### config.mk
export PLATFORM = sky130hd
export DESIGN_NAME = jump_decode_cycle_timing
export DESIGN_NICKNAME = d
export VERILOG_FILES = /design/src/design/jump_timing_pkg.sv /design/src/design/jump_cycle_if.sv /design/src/design/jump_cycle_counter.sv /design/src/design/jump_decode_cycle_timing.sv
export SDC_FILE = /design/constraint.sdc
export NUM_CORES = 1
export LEC_CHECK = 0
export BUFFER_PORTS_ARGS = -buffer_cell sky130_fd_sc_hd__buf_4
export CORE_ASPECT_RATIO = 2
export CORE_UTILIZATION = 52
export DETAILED_ROUTE_END_ITERATION = 7
export PLACE_DENSITY = 0.8
export REMOVE_ABC_BUFFERS = 1
export SLEW_MARGIN = 20
export SYNTH_ARGS = -nofsm -noshare
export SYNTH_HDL_FRONTEND = slang
export SYNTH_SLANG_ARGS = --single-unit
export TNS_END_PERCENT = 10
### constraint.sdc
create_clock -name clk_sys -period 4.15 [get_ports clk_sys]
set_clock_uncertainty 0.1 [all_clocks]
set_input_delay 0.6225 -clock clk_sys [delete_from_list [all_inputs] [get_ports clk_sys]]
set_output_delay 0.6225 -clock clk_sys [all_outputs]
set_load 0.01 [all_outputs]
### src/design/jump_timing_pkg.sv
// package: jump decode encodings, target kinds and cycle counts
package jump_timing_pkg;

  // ****************************************************************
  // encodings
  // ****************************************************************
  localparam logic [7:0] OPC_GROUP5   = 8'h0_0ff;
  localparam logic [7:0] OPC_FAR_DIR  = 8'h0_0ea;
  localparam logic [2:0] REG_JMP_NEAR = 3'h0_4;
  localparam logic [2:0] REG_JMP_FAR  = 3'h0_5;
  localparam logic [1:0] MOD_REGISTER = 2'h0_3;
  localparam int         MODRM_REG_HI = 5;
  localparam int         MODRM_REG_LO = 3;
  localparam int         MODRM_MOD_HI = 7;
  localparam int         MODRM_MOD_LO = 6;

  // ****************************************************************
  // far jump target kinds, resolved by descriptor logic elsewhere
  // ****************************************************************
  typedef enum logic [2:0] {
    TGT_SEGMENT   = 3'h0_0,
    TGT_CALL_GATE = 3'h0_1,
    TGT_TSS16     = 3'h0_2,
    TGT_TSS32     = 3'h0_3,
    TGT_V86_TASK  = 3'h0_4
  } target_kind_t;

  typedef enum logic [2:0] {
    FORM_NONE     = 3'h0_0,
    FORM_NEAR_REG = 3'h0_1,
    FORM_NEAR_MEM = 3'h0_2,
    FORM_FAR_DIR  = 3'h0_3,
    FORM_FAR_IND  = 3'h0_4
  } jump_form_t;

  // ****************************************************************
  // base cycle counts (m is added where the count carries it)
  // ****************************************************************
  localparam logic [8:0] CYC_NEAR_REG        = 9'h0_007;
  localparam logic [8:0] CYC_NEAR_MEM        = 9'h0_00a;
  localparam logic [8:0] CYC_FAR_DIR_REAL    = 9'h0_00c;
  localparam logic [8:0] CYC_FAR_DIR_PROT    = 9'h0_01b;
  localparam logic [8:0] CYC_FAR_IND_PROT    = 9'h0_01f;
  localparam logic [8:0] CYC_GATE_DIR        = 9'h0_02d;
  localparam logic [8:0] CYC_GATE_IND        = 9'h0_031;
  localparam logic [8:0] CYC_DIR_T16_TSS16   = 9'h0_112;
  localparam logic [8:0] CYC_DIR_T16_TSS32   = 9'h0_12d;
  localparam logic [8:0] CYC_DIR_T16_V86     = 9'h0_0db;
  localparam logic [8:0] CYC_DIR_T32_TSS16   = 9'h0_10e;
  localparam logic [8:0] CYC_DIR_T32_TSS32   = 9'h0_12f;
  localparam logic [8:0] CYC_DIR_T32_V86     = 9'h0_0dd;
  localparam logic [8:0] CYC_IND_T16_TSS16   = 9'h0_117;
  localparam logic [8:0] CYC_IND_T16_TSS32   = 9'h0_132;
  localparam logic [8:0] CYC_IND_T16_V86     = 9'h0_0df;
  // indirect far jump from a 32-bit task is not given: reuse the 32-bit direct counts
  localparam logic [8:0] CYC_COUNT_RESET     = 9'h0_000;

endpackage

### src/design/jump_cycle_if.sv
// interface: load strobe and cycle budget from decoder to counter, busy and done back
`timescale 1ns/10ps
`default_nettype none
interface jump_cycle_if;
  logic       load;
  logic [8:0] budget;
  logic       busy;
  logic       done;
  modport decoder (output load, output budget, input busy, input done);
  modport counter (input load, input budget, output busy, output done);
endinterface
`default_nettype wire

### src/design/jump_cycle_counter.sv
// module: counts out a cycle budget and pulses done on its last cycle
`timescale 1ns/10ps
`default_nettype none
module jump_cycle_counter (
  // clock, reset, enable
  input wire logic clk_sys,
  input wire logic nrst,
  input wire logic clk_en,
  // budget hand-off
  jump_cycle_if.counter cyc
);

  logic [8:0] remain_r;
  logic [8:0] remain_nxt;

  always_comb begin
    remain_nxt = remain_r;
    if (cyc.load) begin
      remain_nxt = cyc.budget;
    end else if (remain_r != jump_timing_pkg::CYC_COUNT_RESET) begin
      remain_nxt = remain_r - 9'h0_001;
    end
  end

  always_ff @(posedge clk_sys) begin
    if (!nrst) begin
      remain_r <= jump_timing_pkg::CYC_COUNT_RESET;
    end else if (clk_en) begin
      remain_r <= remain_nxt;
    end
  end

  assign cyc.busy = (remain_r != jump_timing_pkg::CYC_COUNT_RESET);
  assign cyc.done = (remain_r == 9'h0_001);

endmodule
`default_nettype wire

### src/design/jump_decode_cycle_timing.sv
// module: unconditional jump decoder and cycle-count sequencer
// Function
// [RQ1] opcode ff, reg 100: near indirect jump, 7+m register, 10+m memory
// [RQ2] opcode ea with offset and selector: far direct, 12+m real/v86, 27+m protected
// [RQ3] opcode ff, reg 101: far indirect through memory, 31+m protected
// [RQ4] call gate same privilege: 45+m direct, 49+m indirect
// [RQ5] direct from 16-bit task: 274, 301, 219 cycles by target
// [RQ6] direct from 32-bit task: 270, 303, 221 cycles by target
// [RQ7] indirect from 16-bit task: 279, 306, 223 cycles by target
// [RQ8] m is next instruction component count, added to base count
`timescale 1ns/10ps
`default_nettype none
module jump_decode_cycle_timing (
  // clock, reset, enable
  input  wire logic       clk_sys,
  input  wire logic       nrst,
  input  wire logic       clk_en,
  // instruction presented for decode
  input  wire logic       instr_valid,
  input  wire logic [7:0] opcode,
  input  wire logic [7:0] modrm,
  input  wire logic       prot_mode,
  input  wire logic       v86_mode,
  input  wire logic       task_is_32,
  input  wire logic [2:0] target_kind,
  input  wire logic [3:0] next_components,
  // decode result and timing
  output logic            instr_ready,
  output logic            is_jump,
  output logic [2:0]      jump_form,
  output logic [8:0]      cycle_count,
  output logic            busy,
  output logic            done
);

  // ****************************************************************
  // decode
  // ****************************************************************
  jump_timing_pkg::jump_form_t form_c;
  logic [8:0]                  base_c;
  logic                        add_m_c;
  logic [2:0]                  reg_fld;
  logic                        prot_eff;
  jump_timing_pkg::target_kind_t tk;

  assign reg_fld  = modrm[jump_timing_pkg::MODRM_REG_HI:jump_timing_pkg::MODRM_REG_LO];
  // virtual-8086 code runs on real-mode timing
  assign prot_eff = prot_mode && !v86_mode;
  assign tk       = jump_timing_pkg::target_kind_t'(target_kind);

  always_comb begin
    form_c = jump_timing_pkg::FORM_NONE;
    if (opcode == jump_timing_pkg::OPC_FAR_DIR) begin
      form_c = jump_timing_pkg::FORM_FAR_DIR; // RQ2
    end else if (opcode == jump_timing_pkg::OPC_GROUP5) begin
      if (reg_fld == jump_timing_pkg::REG_JMP_NEAR) begin
        if (modrm[jump_timing_pkg::MODRM_MOD_HI:jump_timing_pkg::MODRM_MOD_LO]
            == jump_timing_pkg::MOD_REGISTER) begin
          form_c = jump_timing_pkg::FORM_NEAR_REG; // RQ1
        end else begin
          form_c = jump_timing_pkg::FORM_NEAR_MEM; // RQ1
        end
      end else if (reg_fld == jump_timing_pkg::REG_JMP_FAR) begin
        form_c = jump_timing_pkg::FORM_FAR_IND; // RQ3
      end
    end
  end

  // ****************************************************************
  // base count selection
  // ****************************************************************
  always_comb begin
    base_c  = jump_timing_pkg::CYC_COUNT_RESET;
    add_m_c = 1'b1;
    unique case (form_c)
      jump_timing_pkg::FORM_NEAR_REG: begin
        base_c = jump_timing_pkg::CYC_NEAR_REG; // RQ1
      end
      jump_timing_pkg::FORM_NEAR_MEM: begin
        base_c = jump_timing_pkg::CYC_NEAR_MEM; // RQ1
      end
      jump_timing_pkg::FORM_FAR_DIR: begin
        if (!prot_eff) begin
          base_c = jump_timing_pkg::CYC_FAR_DIR_REAL; // RQ2
        end else begin
          unique case (tk)
            jump_timing_pkg::TGT_SEGMENT:   base_c = jump_timing_pkg::CYC_FAR_DIR_PROT; // RQ2
            jump_timing_pkg::TGT_CALL_GATE: base_c = jump_timing_pkg::CYC_GATE_DIR; // RQ4
            jump_timing_pkg::TGT_TSS16: begin
              add_m_c = 1'b0;
              if (task_is_32) begin
                base_c = jump_timing_pkg::CYC_DIR_T32_TSS16; // RQ6
              end else begin
                base_c = jump_timing_pkg::CYC_DIR_T16_TSS16; // RQ5
              end
            end
            jump_timing_pkg::TGT_TSS32: begin
              add_m_c = 1'b0;
              if (task_is_32) begin
                base_c = jump_timing_pkg::CYC_DIR_T32_TSS32; // RQ6
              end else begin
                base_c = jump_timing_pkg::CYC_DIR_T16_TSS32; // RQ5
              end
            end
            jump_timing_pkg::TGT_V86_TASK: begin
              add_m_c = 1'b0;
              if (task_is_32) begin
                base_c = jump_timing_pkg::CYC_DIR_T32_V86; // RQ6
              end else begin
                base_c = jump_timing_pkg::CYC_DIR_T16_V86; // RQ5
              end
            end
            // unused target codes 5..7 fall back to a plain segment
            default: base_c = jump_timing_pkg::CYC_FAR_DIR_PROT;
          endcase
        end
      end
      jump_timing_pkg::FORM_FAR_IND: begin
        // real-mode timing for this form is not given; the protected figure stands in
        // 32-bit task switches borrow the direct-form totals
        unique case (tk)
          jump_timing_pkg::TGT_CALL_GATE: base_c = jump_timing_pkg::CYC_GATE_IND; // RQ4
          jump_timing_pkg::TGT_TSS16: begin
            add_m_c = 1'b0;
            if (task_is_32) begin
              base_c = jump_timing_pkg::CYC_DIR_T32_TSS16;
            end else begin
              base_c = jump_timing_pkg::CYC_IND_T16_TSS16; // RQ7
            end
          end
          jump_timing_pkg::TGT_TSS32: begin
            add_m_c = 1'b0;
            if (task_is_32) begin
              base_c = jump_timing_pkg::CYC_DIR_T32_TSS32;
            end else begin
              base_c = jump_timing_pkg::CYC_IND_T16_TSS32; // RQ7
            end
          end
          jump_timing_pkg::TGT_V86_TASK: begin
            add_m_c = 1'b0;
            if (task_is_32) begin
              base_c = jump_timing_pkg::CYC_DIR_T32_V86;
            end else begin
              base_c = jump_timing_pkg::CYC_IND_T16_V86; // RQ7
            end
          end
          default: base_c = jump_timing_pkg::CYC_FAR_IND_PROT; // RQ3
        endcase
      end
      default: begin
        base_c  = jump_timing_pkg::CYC_COUNT_RESET;
        add_m_c = 1'b0;
      end
    endcase
  end

  // ****************************************************************
  // result registers
  // ****************************************************************
  logic       accept;
  logic [8:0] total_c;
  logic       is_jump_r;
  logic       is_jump_nxt;
  logic [2:0] form_r;
  logic [2:0] form_nxt;
  logic [8:0] count_r;
  logic [8:0] count_nxt;

  jump_cycle_if cyc ();

  // task switches are fixed totals; other forms add m
  assign total_c = base_c + (add_m_c ? {5'h0_0, next_components} : 9'h0_000); // RQ8
  // one jump at a time: hold off new decode while a count runs
  assign instr_ready = !cyc.busy;
  assign accept      = instr_valid && instr_ready && (form_c != jump_timing_pkg::FORM_NONE);

  always_comb begin
    is_jump_nxt = is_jump_r;
    form_nxt    = form_r;
    count_nxt   = count_r;
    if (instr_valid && instr_ready) begin
      is_jump_nxt = (form_c != jump_timing_pkg::FORM_NONE);
      form_nxt    = form_c;
      count_nxt   = total_c;
    end
  end

  always_ff @(posedge clk_sys) begin
    if (!nrst) begin
      is_jump_r <= 1'b0;
      form_r    <= jump_timing_pkg::FORM_NONE;
      count_r   <= jump_timing_pkg::CYC_COUNT_RESET;
    end else if (clk_en) begin
      is_jump_r <= is_jump_nxt;
      form_r    <= form_nxt;
      count_r   <= count_nxt;
    end
  end

  // ****************************************************************
  // counter hand-off
  // ****************************************************************
  assign cyc.load   = accept;
  assign cyc.budget = total_c;

  jump_cycle_counter u_counter (
    .clk_sys (clk_sys),
    .nrst    (nrst),
    .clk_en  (clk_en),
    .cyc     (cyc.counter)
  );

  // ****************************************************************
  // outputs
  // ****************************************************************
  assign is_jump     = is_jump_r;
  assign jump_form   = form_r;
  assign cycle_count = count_r;
  assign busy        = cyc.busy;
  assign done        = cyc.done;

endmodule
`default_nettype wire

======== After elaboration in Yosys (flattened, before gate mapping) ========
Cells that the tools add are included.
cells by class
  add/sub/neg operators ................... 2
  equality and inequality tests ........... 14
  mux-type cells .......................... 21
  reductions and logical operators ........ 12
operators by type and width
  kind                                                                   count
  9-bit one-hot mux with 4 select lines                                  3
  9-bit 2-to-1 mux                                                       3
  8-bit equality test, second input constant                             2
  3-bit 2-to-1 mux                                                       5
  5-bit 2-to-1 mux                                                       3
  3-bit by 2-bit equality test with 1-bit output, second input constant  4
  3-bit equality test, second input constant                             4
  9-bit by 4-bit adder with 9-bit output                                 1
  9-bit by 1-bit equality test with 1-bit output, second input constant  1
  9-bit nonzero test                                                     1
  9-bit by 1-bit subtractor with 9-bit output, second input constant     1
  3-bit by 1-bit equality test with 1-bit output, second input constant  2
  2-bit 2-to-1 mux                                                       3
  4-bit 2-to-1 mux                                                       1
  2-bit AND reduction                                                    2
  1-bit logical AND                                                      3
  1-bit one-hot mux with 3 select lines                                  1
  3-bit nonzero test                                                     1
  3-bit OR reduction                                                     1
  2-bit equality test, second input constant                             1
  1-bit zero test                                                        2
  1-bit 2-to-1 mux                                                       2
  2-bit nonzero test                                                     1
  2-bit OR reduction                                                     1
word-level totals
  register bits after elaboration ......... 22
  word-level logic and storage cells ...... 53

======== Depth between registers and ports, before layout ========
Gate-level depths: netlist of the first run.
  depth after elaboration ................. 11
  depth in mapped cells ................... 15

======== Modules after synthesis ========
A second synthesis of the first run with hierarchy kept.
second synthesis, totals
  cells, all modules ...................... 211
  area total of the unflattened synthesis .. 1674.1 um2
by module, submodules not included
  module                    instances  cells an instance  area each (um2)
  jump_decode_cycle_timing  1          134                1022.2
  jump_cycle_counter        1          77                 651.9

======== Worst setup path before layout of the first run ========
Ideal clock, no wire load.
  path kind ............................... input port to flip-flop
  start ................................... input opcode[7]
  end ..................................... register u_counter.remain_r[4]
  arrival ................................. 2.961 ns
  required time ........................... 3.975 ns
  setup slack ............................. 1.015 ns
  stages on the path ...................... 15
  cell sequence ........................... and3_1 > and3_1 > clkbuf_1 > nand2_1 > nor3_1 > o32ai_1 > o21ai_0 > ha_1 > fa_1 > a21oi_1 > nor2_1 > nor2_1 > xor2_1 > o21ai_0 > o22ai_1
on the way
  word-level cells in the longest chain between the ends .. 9
RTL lines
  item                                                                                                              line                             RTL
  start: declaration                                                                                                jump_decode_cycle_timing.sv:20   input wire logic [7:0] opcode,
  8-bit equality test                                                                                               jump_decode_cycle_timing.sv:55   end else if (opcode == jump_timing_pkg::OPC_GROUP5) begin
  3-bit 2-to-1 mux                                                                                                  jump_decode_cycle_timing.sv:55
  3-bit 2-to-1 mux (*)                                                                                              jump_decode_cycle_timing.sv:53   if (opcode == jump_timing_pkg::OPC_FAR_DIR) begin
  3-bit by 2-bit equality test with 1-bit output or 3-bit by 1-bit equality test with 1-bit output (tied branches)  jump_decode_cycle_timing.sv:75   unique case (form_c)
  2-bit OR reduction (no line)                                                                                      -
  1-bit one-hot mux with 3 select lines                                                                             jump_decode_cycle_timing.sv:75
  4-bit 2-to-1 mux                                                                                                  jump_decode_cycle_timing.sv:172  assign total_c = base_c + (add_m_c ? {5'h0_0, next_components} : 9'h0_000);
  9-bit by 4-bit adder with 9-bit output                                                                            jump_decode_cycle_timing.sv:172
  9-bit 2-to-1 mux                                                                                                  jump_cycle_counter.sv:18         if (cyc.load) begin
  end signal: assignment                                                                                            jump_cycle_counter.sv:27         remain_r <= jump_timing_pkg::CYC_COUNT_RESET;
  end signal: assignment                                                                                            jump_cycle_counter.sv:29         remain_r <= remain_nxt;
  end: declaration                                                                                                  jump_cycle_counter.sv:13         logic [8:0] remain_r;
Mark *: on every way between the ends. The rest lies on a longest branch, timed or not.
A chain may end at the register's enable or synchronous reset.

======== Worst setup path in the final report of the first run ========
  start ................................... input opcode[0]
  end ..................................... register count_r[6] (netlist: cycle_count[6])
on the way
  word-level cells in the longest chain between the ends .. 8
RTL lines
  item                                                                                                              line                             RTL
  8-bit equality test                                                                                               jump_decode_cycle_timing.sv:55
  3-bit 2-to-1 mux                                                                                                  jump_decode_cycle_timing.sv:55
  3-bit 2-to-1 mux (*)                                                                                              jump_decode_cycle_timing.sv:53
  3-bit by 2-bit equality test with 1-bit output or 3-bit by 1-bit equality test with 1-bit output (tied branches)  jump_decode_cycle_timing.sv:75
  2-bit OR reduction (no line)                                                                                      -
  1-bit one-hot mux with 3 select lines                                                                             jump_decode_cycle_timing.sv:75
  4-bit 2-to-1 mux                                                                                                  jump_decode_cycle_timing.sv:172
  9-bit by 4-bit adder with 9-bit output (*)                                                                        jump_decode_cycle_timing.sv:172
  end signal: assignment                                                                                            jump_decode_cycle_timing.sv:192  count_r <= jump_timing_pkg::CYC_COUNT_RESET;
  end signal: assignment                                                                                            jump_decode_cycle_timing.sv:196  count_r <= count_nxt;
  end: declaration                                                                                                  jump_decode_cycle_timing.sv:166  logic [8:0] count_r;
Marked as above.

==> flow_summary.yaml, run 1 <==
run_status:
  status: "finished clean"
final_layout:
  drive_gt1_frac: 0.216
  nFillCells: 290
  n_antenna_cell: 0
  finalNetCount: 293
  fin_cells: 285
  layout_commonest_cell: "buf_4"
  areaGrowthSynthToFinish_pct: 22.8
  layout_common_cells: "43 x buf_4, 31 x nand2_1, 22 x dfxtp_1"
timing:
  period_minus_slack_ns: 3.43
  slew_headroom: 0.643
  tightestPinTransition_ns: 0.532
  rsz0062_at_grt: "no"
  max_freq_mhz: 292
  post-route-period-util: 0.826
  maxSlewViolCount: 0
  hold_ws_ns: 0.359
  setup_viol: 0
  tns_ns: 0
  report.final.hold_viol_count: 0
grt:
  grt_overflow: 0
  grt_pass1_wl_mm: 6.44
  grt_pass1_vias: 1523
  grt_max_degree: 25
  grt.total_usage: 0.278
  antenna_found_initial: 0
worst_setup_path:
  crit_slowest_cell: "or3_1"
  path_max_fanout: 5
  cp-start-kind: "input port"
  path_cells: "buf_4 -> or3_1 -> or2_2 -> nor2_1 -> o21a_1 -> o32ai_1 -> o21ai_0 -> ha_1 -> fa_1 -> a21oi_1 -> nor2_1 -> nor2_1 -> nor4_1 -> o21ai_0 -> a21boi_0"
  rrSetupSlack_ns: 1.39
  crit_top_cell: "nor2_1"
  rr_startpoint: "u_counter.remain_r[0]"
  end_kind: "flop"
  max_stage_delay_ns: 0.44
  crit_arrival_ns: 3.52
  crit_required_ns: 4.24
  crit_type: "input port to flop"
  critPathLaunch: "opcode[0]"
floorplanning:
  die_y_um: 80.7
  die_w_um: 41.4
  io_pins: 46
  start_util: 0.547
  coreArea_um2: 2940
  row_count: 28
  dieArea_um2: 3340
synthesis:
  ys_seq_area_frac: 0.274
  postSynthAreaPerCell_um2: 7.46
  ys.flop_type: "dfxtp_1"
  synthCells: 216
  ys_warn_count: 0
  ys_ff_latch: 22
  synth.distinct_cells: 52
  synth_edf_count: 0
  synthesis.area_um2: 1610
  synthArstFlopShare: 0
cts:
  cts_resized: 0
  root_buffer: "clkbuf_8"
  cts_tree: "yes"
  clkSinkCount: 22
  htree_levels: 1
  cts_buffer_depth: 2
  cts_buffers: 3
  cts_setup_buffers: 0
  clk_pin_slew_worst_paths_ns: 0.08
  holdBufCountCts: 0
  clock_latency_ns: 0.27
place:
  dpl.hpwl_mm: 3.41
  place_inst: 281
  place.gp.congestion: 0.837
  io_buffer_count: 42
drt:
  vias: 1756
  drc_errors: 0
  drtIter0Drc: 38
  wl_mm: 4.26
  ant_nets: 0
  drtPass1Iterations: 4
  routedWlPerCell_um: 15.0
  via_per_inst: 6.16
power:
  clkPwrFrac: 0.156
  vdd_drop_max_mv: 0.257
  p_leak_uw: 0.000824
  pwr-share-seq: 0.304
  pwr-share-comb: 0.540
  power.internal_uw: 559
  switching_power_uw: 434
  power_uw: 993
  p_per_area_nw_per_um2: 502
  swShare: 0.437
min_path:
  hold_start: "cycle_count[1]"
  hold_class: "flop to flop"
run:
  maxCapViolCount: 0
[cells by family (layout without fill, tap and decap cells)]
group | after synthesis | count (layout) | share of synthesized area
buffers and inverters | 15 | 54 | 0.0458
XOR/XNOR | 4 | 4 | 0.0218
AND/OR/NAND/NOR | 102 | 102 | 0.322
flip-flops | 22 | 22 | 0.274
AO/OA/AOI/OAI | 65 | 65 | 0.272
multiplexers | 1 | 1 | 0.00622
adder cells (fa/ha/maj) | 7 | 7 | 0.0591
[layout make-up]
type                       instances  area, um^2  share of cell area
multi-input combinational        179        1100               0.554
sequential                        22         440               0.223
timing repair buffer              43         323               0.163
clock buffer                       4        55.1              0.0278
tap                               30        37.5              0.0190
inverter                           7        26.3              0.0133
[power groups by stage]
stage / Sequential, uW / Clock (uW) / Combinational (uW)
5_1_grt: 309 / 164 / 601
2_1_floorplan: 294 / 0 / 364
6_report: 302 / 155 / 536
4_1_cts: 301 / 156 / 534
3_3_place_gp: 302 / 0 / 523
3_5_place_dp: 305 / 0 / 529
[flip-flops by register name, summed over array words and instances, names as in the netlist]
name / cells
cycle_count: 9
u_counter.remain_r: 9
jump_form: 3
is_jump: 1
[cell usage after synthesis (4+ instances only)]
library cell,instances,area share
a21boi_1,8,0.037
nand2_1,31,0.072
and2_1,5,0.019
o21ai_0,12,0.037
dfxtp_1,22,0.27
nor3_1,8,0.025
a21oi_1,13,0.040
or3_1,4,0.016
nor2_1,18,0.042
inv_1,6,0.014
a21boi_0,6,0.028
clkbuf_1,4,0.0093
nand2b_1,5,0.019
nand3_1,10,0.031
ha_1,6,0.047
[per-stage QoR]
step	area, um^2	utilization	setup WS [ns]
detailed placement	1920	0.653	0.475
CTS	1980	0.672	0.743
finish	1980	0.672	0.724
global placement	1920	0.653	0.523
global route	1980	0.672	0.564
floorplan	1560	-	1.01
[critical path: cells and delay by family]
| kind | cells | cell delay [ns] |
|---|---|---|
| adders and majority gates | 2 | 0.47 |
| and+or+nand+nor | 6 | 1.42 |
| AOI/OAI and AO/OA | 6 | 0.87 |
| buffers and inverters | 1 | 0.12 |
[layer usage]
metal  wire length [um]  GRT usage  share of wire  up-vias
met1               1560      0.279           0.37      832
met5                  0          0              0        -
met3                 97     0.0110          0.023       13
met4                174      0.152          0.041        0
met2               2430      0.509           0.57       47
li1                   -          -              -      864
[final timing paths]
path	endpoint	depth (start not counted)
setup / recovery	cycle_count[6]	15
hold / removal	cycle_count[1]	2
setup reg to reg	cycle_count[6]	7
hold reg to reg	cycle_count[1]	2
(Power assumes the default switching activity.)
==> run 2, diff against run 1 <==
--- a/config.mk
+++ b/config.mk
@@ -5,11 +5,12 @@
 export SDC_FILE = /design/constraint.sdc
 export NUM_CORES = 1
 export LEC_CHECK = 0
+export ABC_AREA = 1
 export BUFFER_PORTS_ARGS = -buffer_cell sky130_fd_sc_hd__buf_4
 export CORE_ASPECT_RATIO = 2
-export CORE_UTILIZATION = 52
+export CORE_UTILIZATION = 48
 export DETAILED_ROUTE_END_ITERATION = 7
-export PLACE_DENSITY = 0.8
+export PLACE_DENSITY = 0.76
 export REMOVE_ABC_BUFFERS = 1
 export SLEW_MARGIN = 20
 export SYNTH_ARGS = -nofsm -noshare
==> constraint.sdc (replaced) <==
create_clock -name clk_sys -period 2.8 [get_ports clk_sys]
set_clock_uncertainty 0.1 [all_clocks]
set_input_delay 0.42 -clock clk_sys [delete_from_list [all_inputs] [get_ports clk_sys]]
set_output_delay 0.42 -clock clk_sys [all_outputs]
set_load 0.01 [all_outputs]
==> run 2 against run 1 <==
Net effect: clock power grew 88%; critical path depth shrank 1; worst setup slack lost 0.53 ns; core utilization is 1.5 points lower; final cell count is 34% higher; combinational power grew 54%; via count increased by 13%; synthesized area grew 15%.
==> flow_summary.yaml, run 2 <==
grt:
  grt_overflow: 0
  grt_pass1_wl_mm: 7.95
  antenna_found_initial: 0
  grt.total_usage: 0.251
  grt_max_degree: 20
  grt_pass1_vias: 1957
synthesis:
  synthSimpleGateAreaFrac: 0.409
  synth_edf_count: 0
  postSynthAreaPerCell_um2: 6.73
  synthCells: 275
  synth_most_common_cell: "nand2_1"
  synth_xor_xnor_area_share: 0.0331
  synth_top_family_by_area: "simple AND/OR/NAND/NOR gates"
  synth_top_area_cell: "dfxtp_1"
  synthArstFlopShare: 0
  ys.flop_type: "dfxtp_1"
  synth_compound_area_frac: 0.162
  ys_warn_count: 0
  yosys.area.top_type_share: 0.238
  synthesis.area_um2: 1850
  synth_common_cells: "57 x nand2_1, 37 x inv_1, 28 x nor2_1, 22 x dfxtp_1, 19 x nand3_1"
  ys_seq_area_frac: 0.238
  ys_ff_latch: 22
  synth_area_leaders: "dfxtp_1 24%, nand2_1 12%, inv_1 7.5%, nor2_1 5.7%, nand3_1 5.1%"
  synthAdderAreaFrac: 0.0514
  synth.distinct_cells: 40
  muxShareOfSynthArea: 0
run:
  maxCapViolCount: 0
cts:
  cts_setup_buffers: 0
  root_buffer: "clkbuf_8"
  cts_buffers: 3
  clkSinkCount: 22
  holdBufCountCts: 0
  htree_levels: 1
  cts_tree: "yes"
  clk_pin_slew_worst_paths_ns: 0.08
  cts_buffer_depth: 2
  clock_latency_ns: 0.26
  cts_resized: 0
place:
  place_area_um2: 2330
  io_buffer_count: 42
  place.gp.congestion: 0.866
  dpl.hpwl_mm: 3.98
  dp_slack_ns: -0.0538
min_path:
  hold_depth: 3
  hold_start: "nrst"
  hold_end: "jump_form[1]"
  hold_class: "input port to flop"
floorplanning:
  coreArea_um2: 3650
  dieArea_um2: 4120
  io_pins: 46
  start_util: 0.508
  die_y_um: 89.8
  row_count: 31
  die_w_um: 45.9
final_layout:
  drive_gt1_frac: 0.299
  n_antenna_cell: 0
  layout_common_cells: "58 x buf_4, 57 x nand2_1, 37 x inv_1"
  layout_commonest_cell: "buf_4"
  areaGrowthSynthToFinish_pct: 29.5
  fin_area_um2: 2400
  finalNetCount: 372
drt:
  ant_nets: 0
  via_per_inst: 5.17
  drtPass1Iterations: 4
  drc_errors: 0
  vias: 1980
  routedWlPerCell_um: 12.3
  wl_mm: 4.71
  drtIter0Drc: 50
worst_setup_path:
  crit_type: "input port to flop"
  crit_arrival_ns: 2.66
  cp-start-kind: "input port"
  rr_startpoint: "u_counter.remain_r[0]"
  reg2reg_to: "u_counter.remain_r[5]"
  r2r_cells: 11
  rrSetupSlack_ns: 0.74
  path_max_fanout: 4
  crit_required_ns: 2.86
  end_kind: "flop"
timing:
  max_freq_mhz: 384
  hold_ws_ns: 0.382
  maxSlewViolCount: 0
  report.final.hold_viol_count: 0
  tightestPinTransition_ns: 0.371
  slew_headroom: 0.751
  post-route-period-util: 0.929
  period_minus_slack_ns: 2.60
  rsz0062_at_grt: "no"
  fin_ws_ns: 0.198
  setup_viol: 0
power:
  vdd_drop_max_mv: 0.291
  power_uw: 1580
  p_per_area_nw_per_um2: 657
  p_leak_uw: 0.00130
run_status:
  status: "finished clean"
[run 2: cell types whose count changed after synthesis, moves of 6 or more]
cell / change
a21boi_1: -8
inv_1: +31
nand2_1: +26
nand3_1: +9
nor2_1: +10
o21ai_1: +6
[run 2: layout make-up]
class	count	area [um^2]
Fill cell	361	1250
Clock inverter	1	30.0
Clock buffer	3	41.3
Multi-Input combinational cell	205	1210
Sequential cell	22	440
Inverter	45	176
Timing Repair Buffer	58	435
Tap cell	49	61.3
[run 2: worst max path at each step]
stage	start	end	depth (start not counted)
3_3_place_gp	target_kind[2]	cycle_count[4]	14
4_1_cts	target_kind[2]	cycle_count[6]	14
2_1_floorplan	opcode[7]	cycle_count[6]	15
6_report	target_kind[2]	cycle_count[6]	14
3_5_place_dp	target_kind[2]	cycle_count[6]	14
5_1_grt	target_kind[1]	cycle_count[4]	15
[run 2: cells by family after synthesis]
group	after synthesis
compound gates	51
xor+xnor	7
fa+ha+maj	7
buf+inv	48
flops	22
simple gates	140
[run 2: critical path, stage by stage]
cell and delay (ns):
buf_4 0.12, nor2_2 0.18, nand2_1 0.11, nand2_1 0.09
o211ai_1 0.10, a211o_1 0.31, ha_1 0.22, fa_1 0.40
a31oi_1 0.22, inv_1 0.09, nand3_1 0.11, o21ai_2 0.08
o21bai_1 0.14, inv_1 0.06
[run 2: layer usage]
layer	wire length (um)	vias to the layer above	track usage
met1	1570	895	0.228
met3	112	18	0.0141
met4	238	0	0.154
li1	-	1009	-
met2	2790	58	0.477
met5	0	-	0
[run 2: report_power, final]
part | switching (uW) | internal, uW
Combinational | 484 | 339
Sequential | 73.3 | 389
Clock | 100 | 191
Total | 657 | 919
[run 2: stage by stage]
stage	util	instances	setup TNS, ns
after global routing	0.658	383	0
after global placement	0.638	379	-0.0146
after floorplan	-	272	0
after detailed placement	0.638	379	-0.133
final	0.658	383	0
after CTS	0.658	383	0
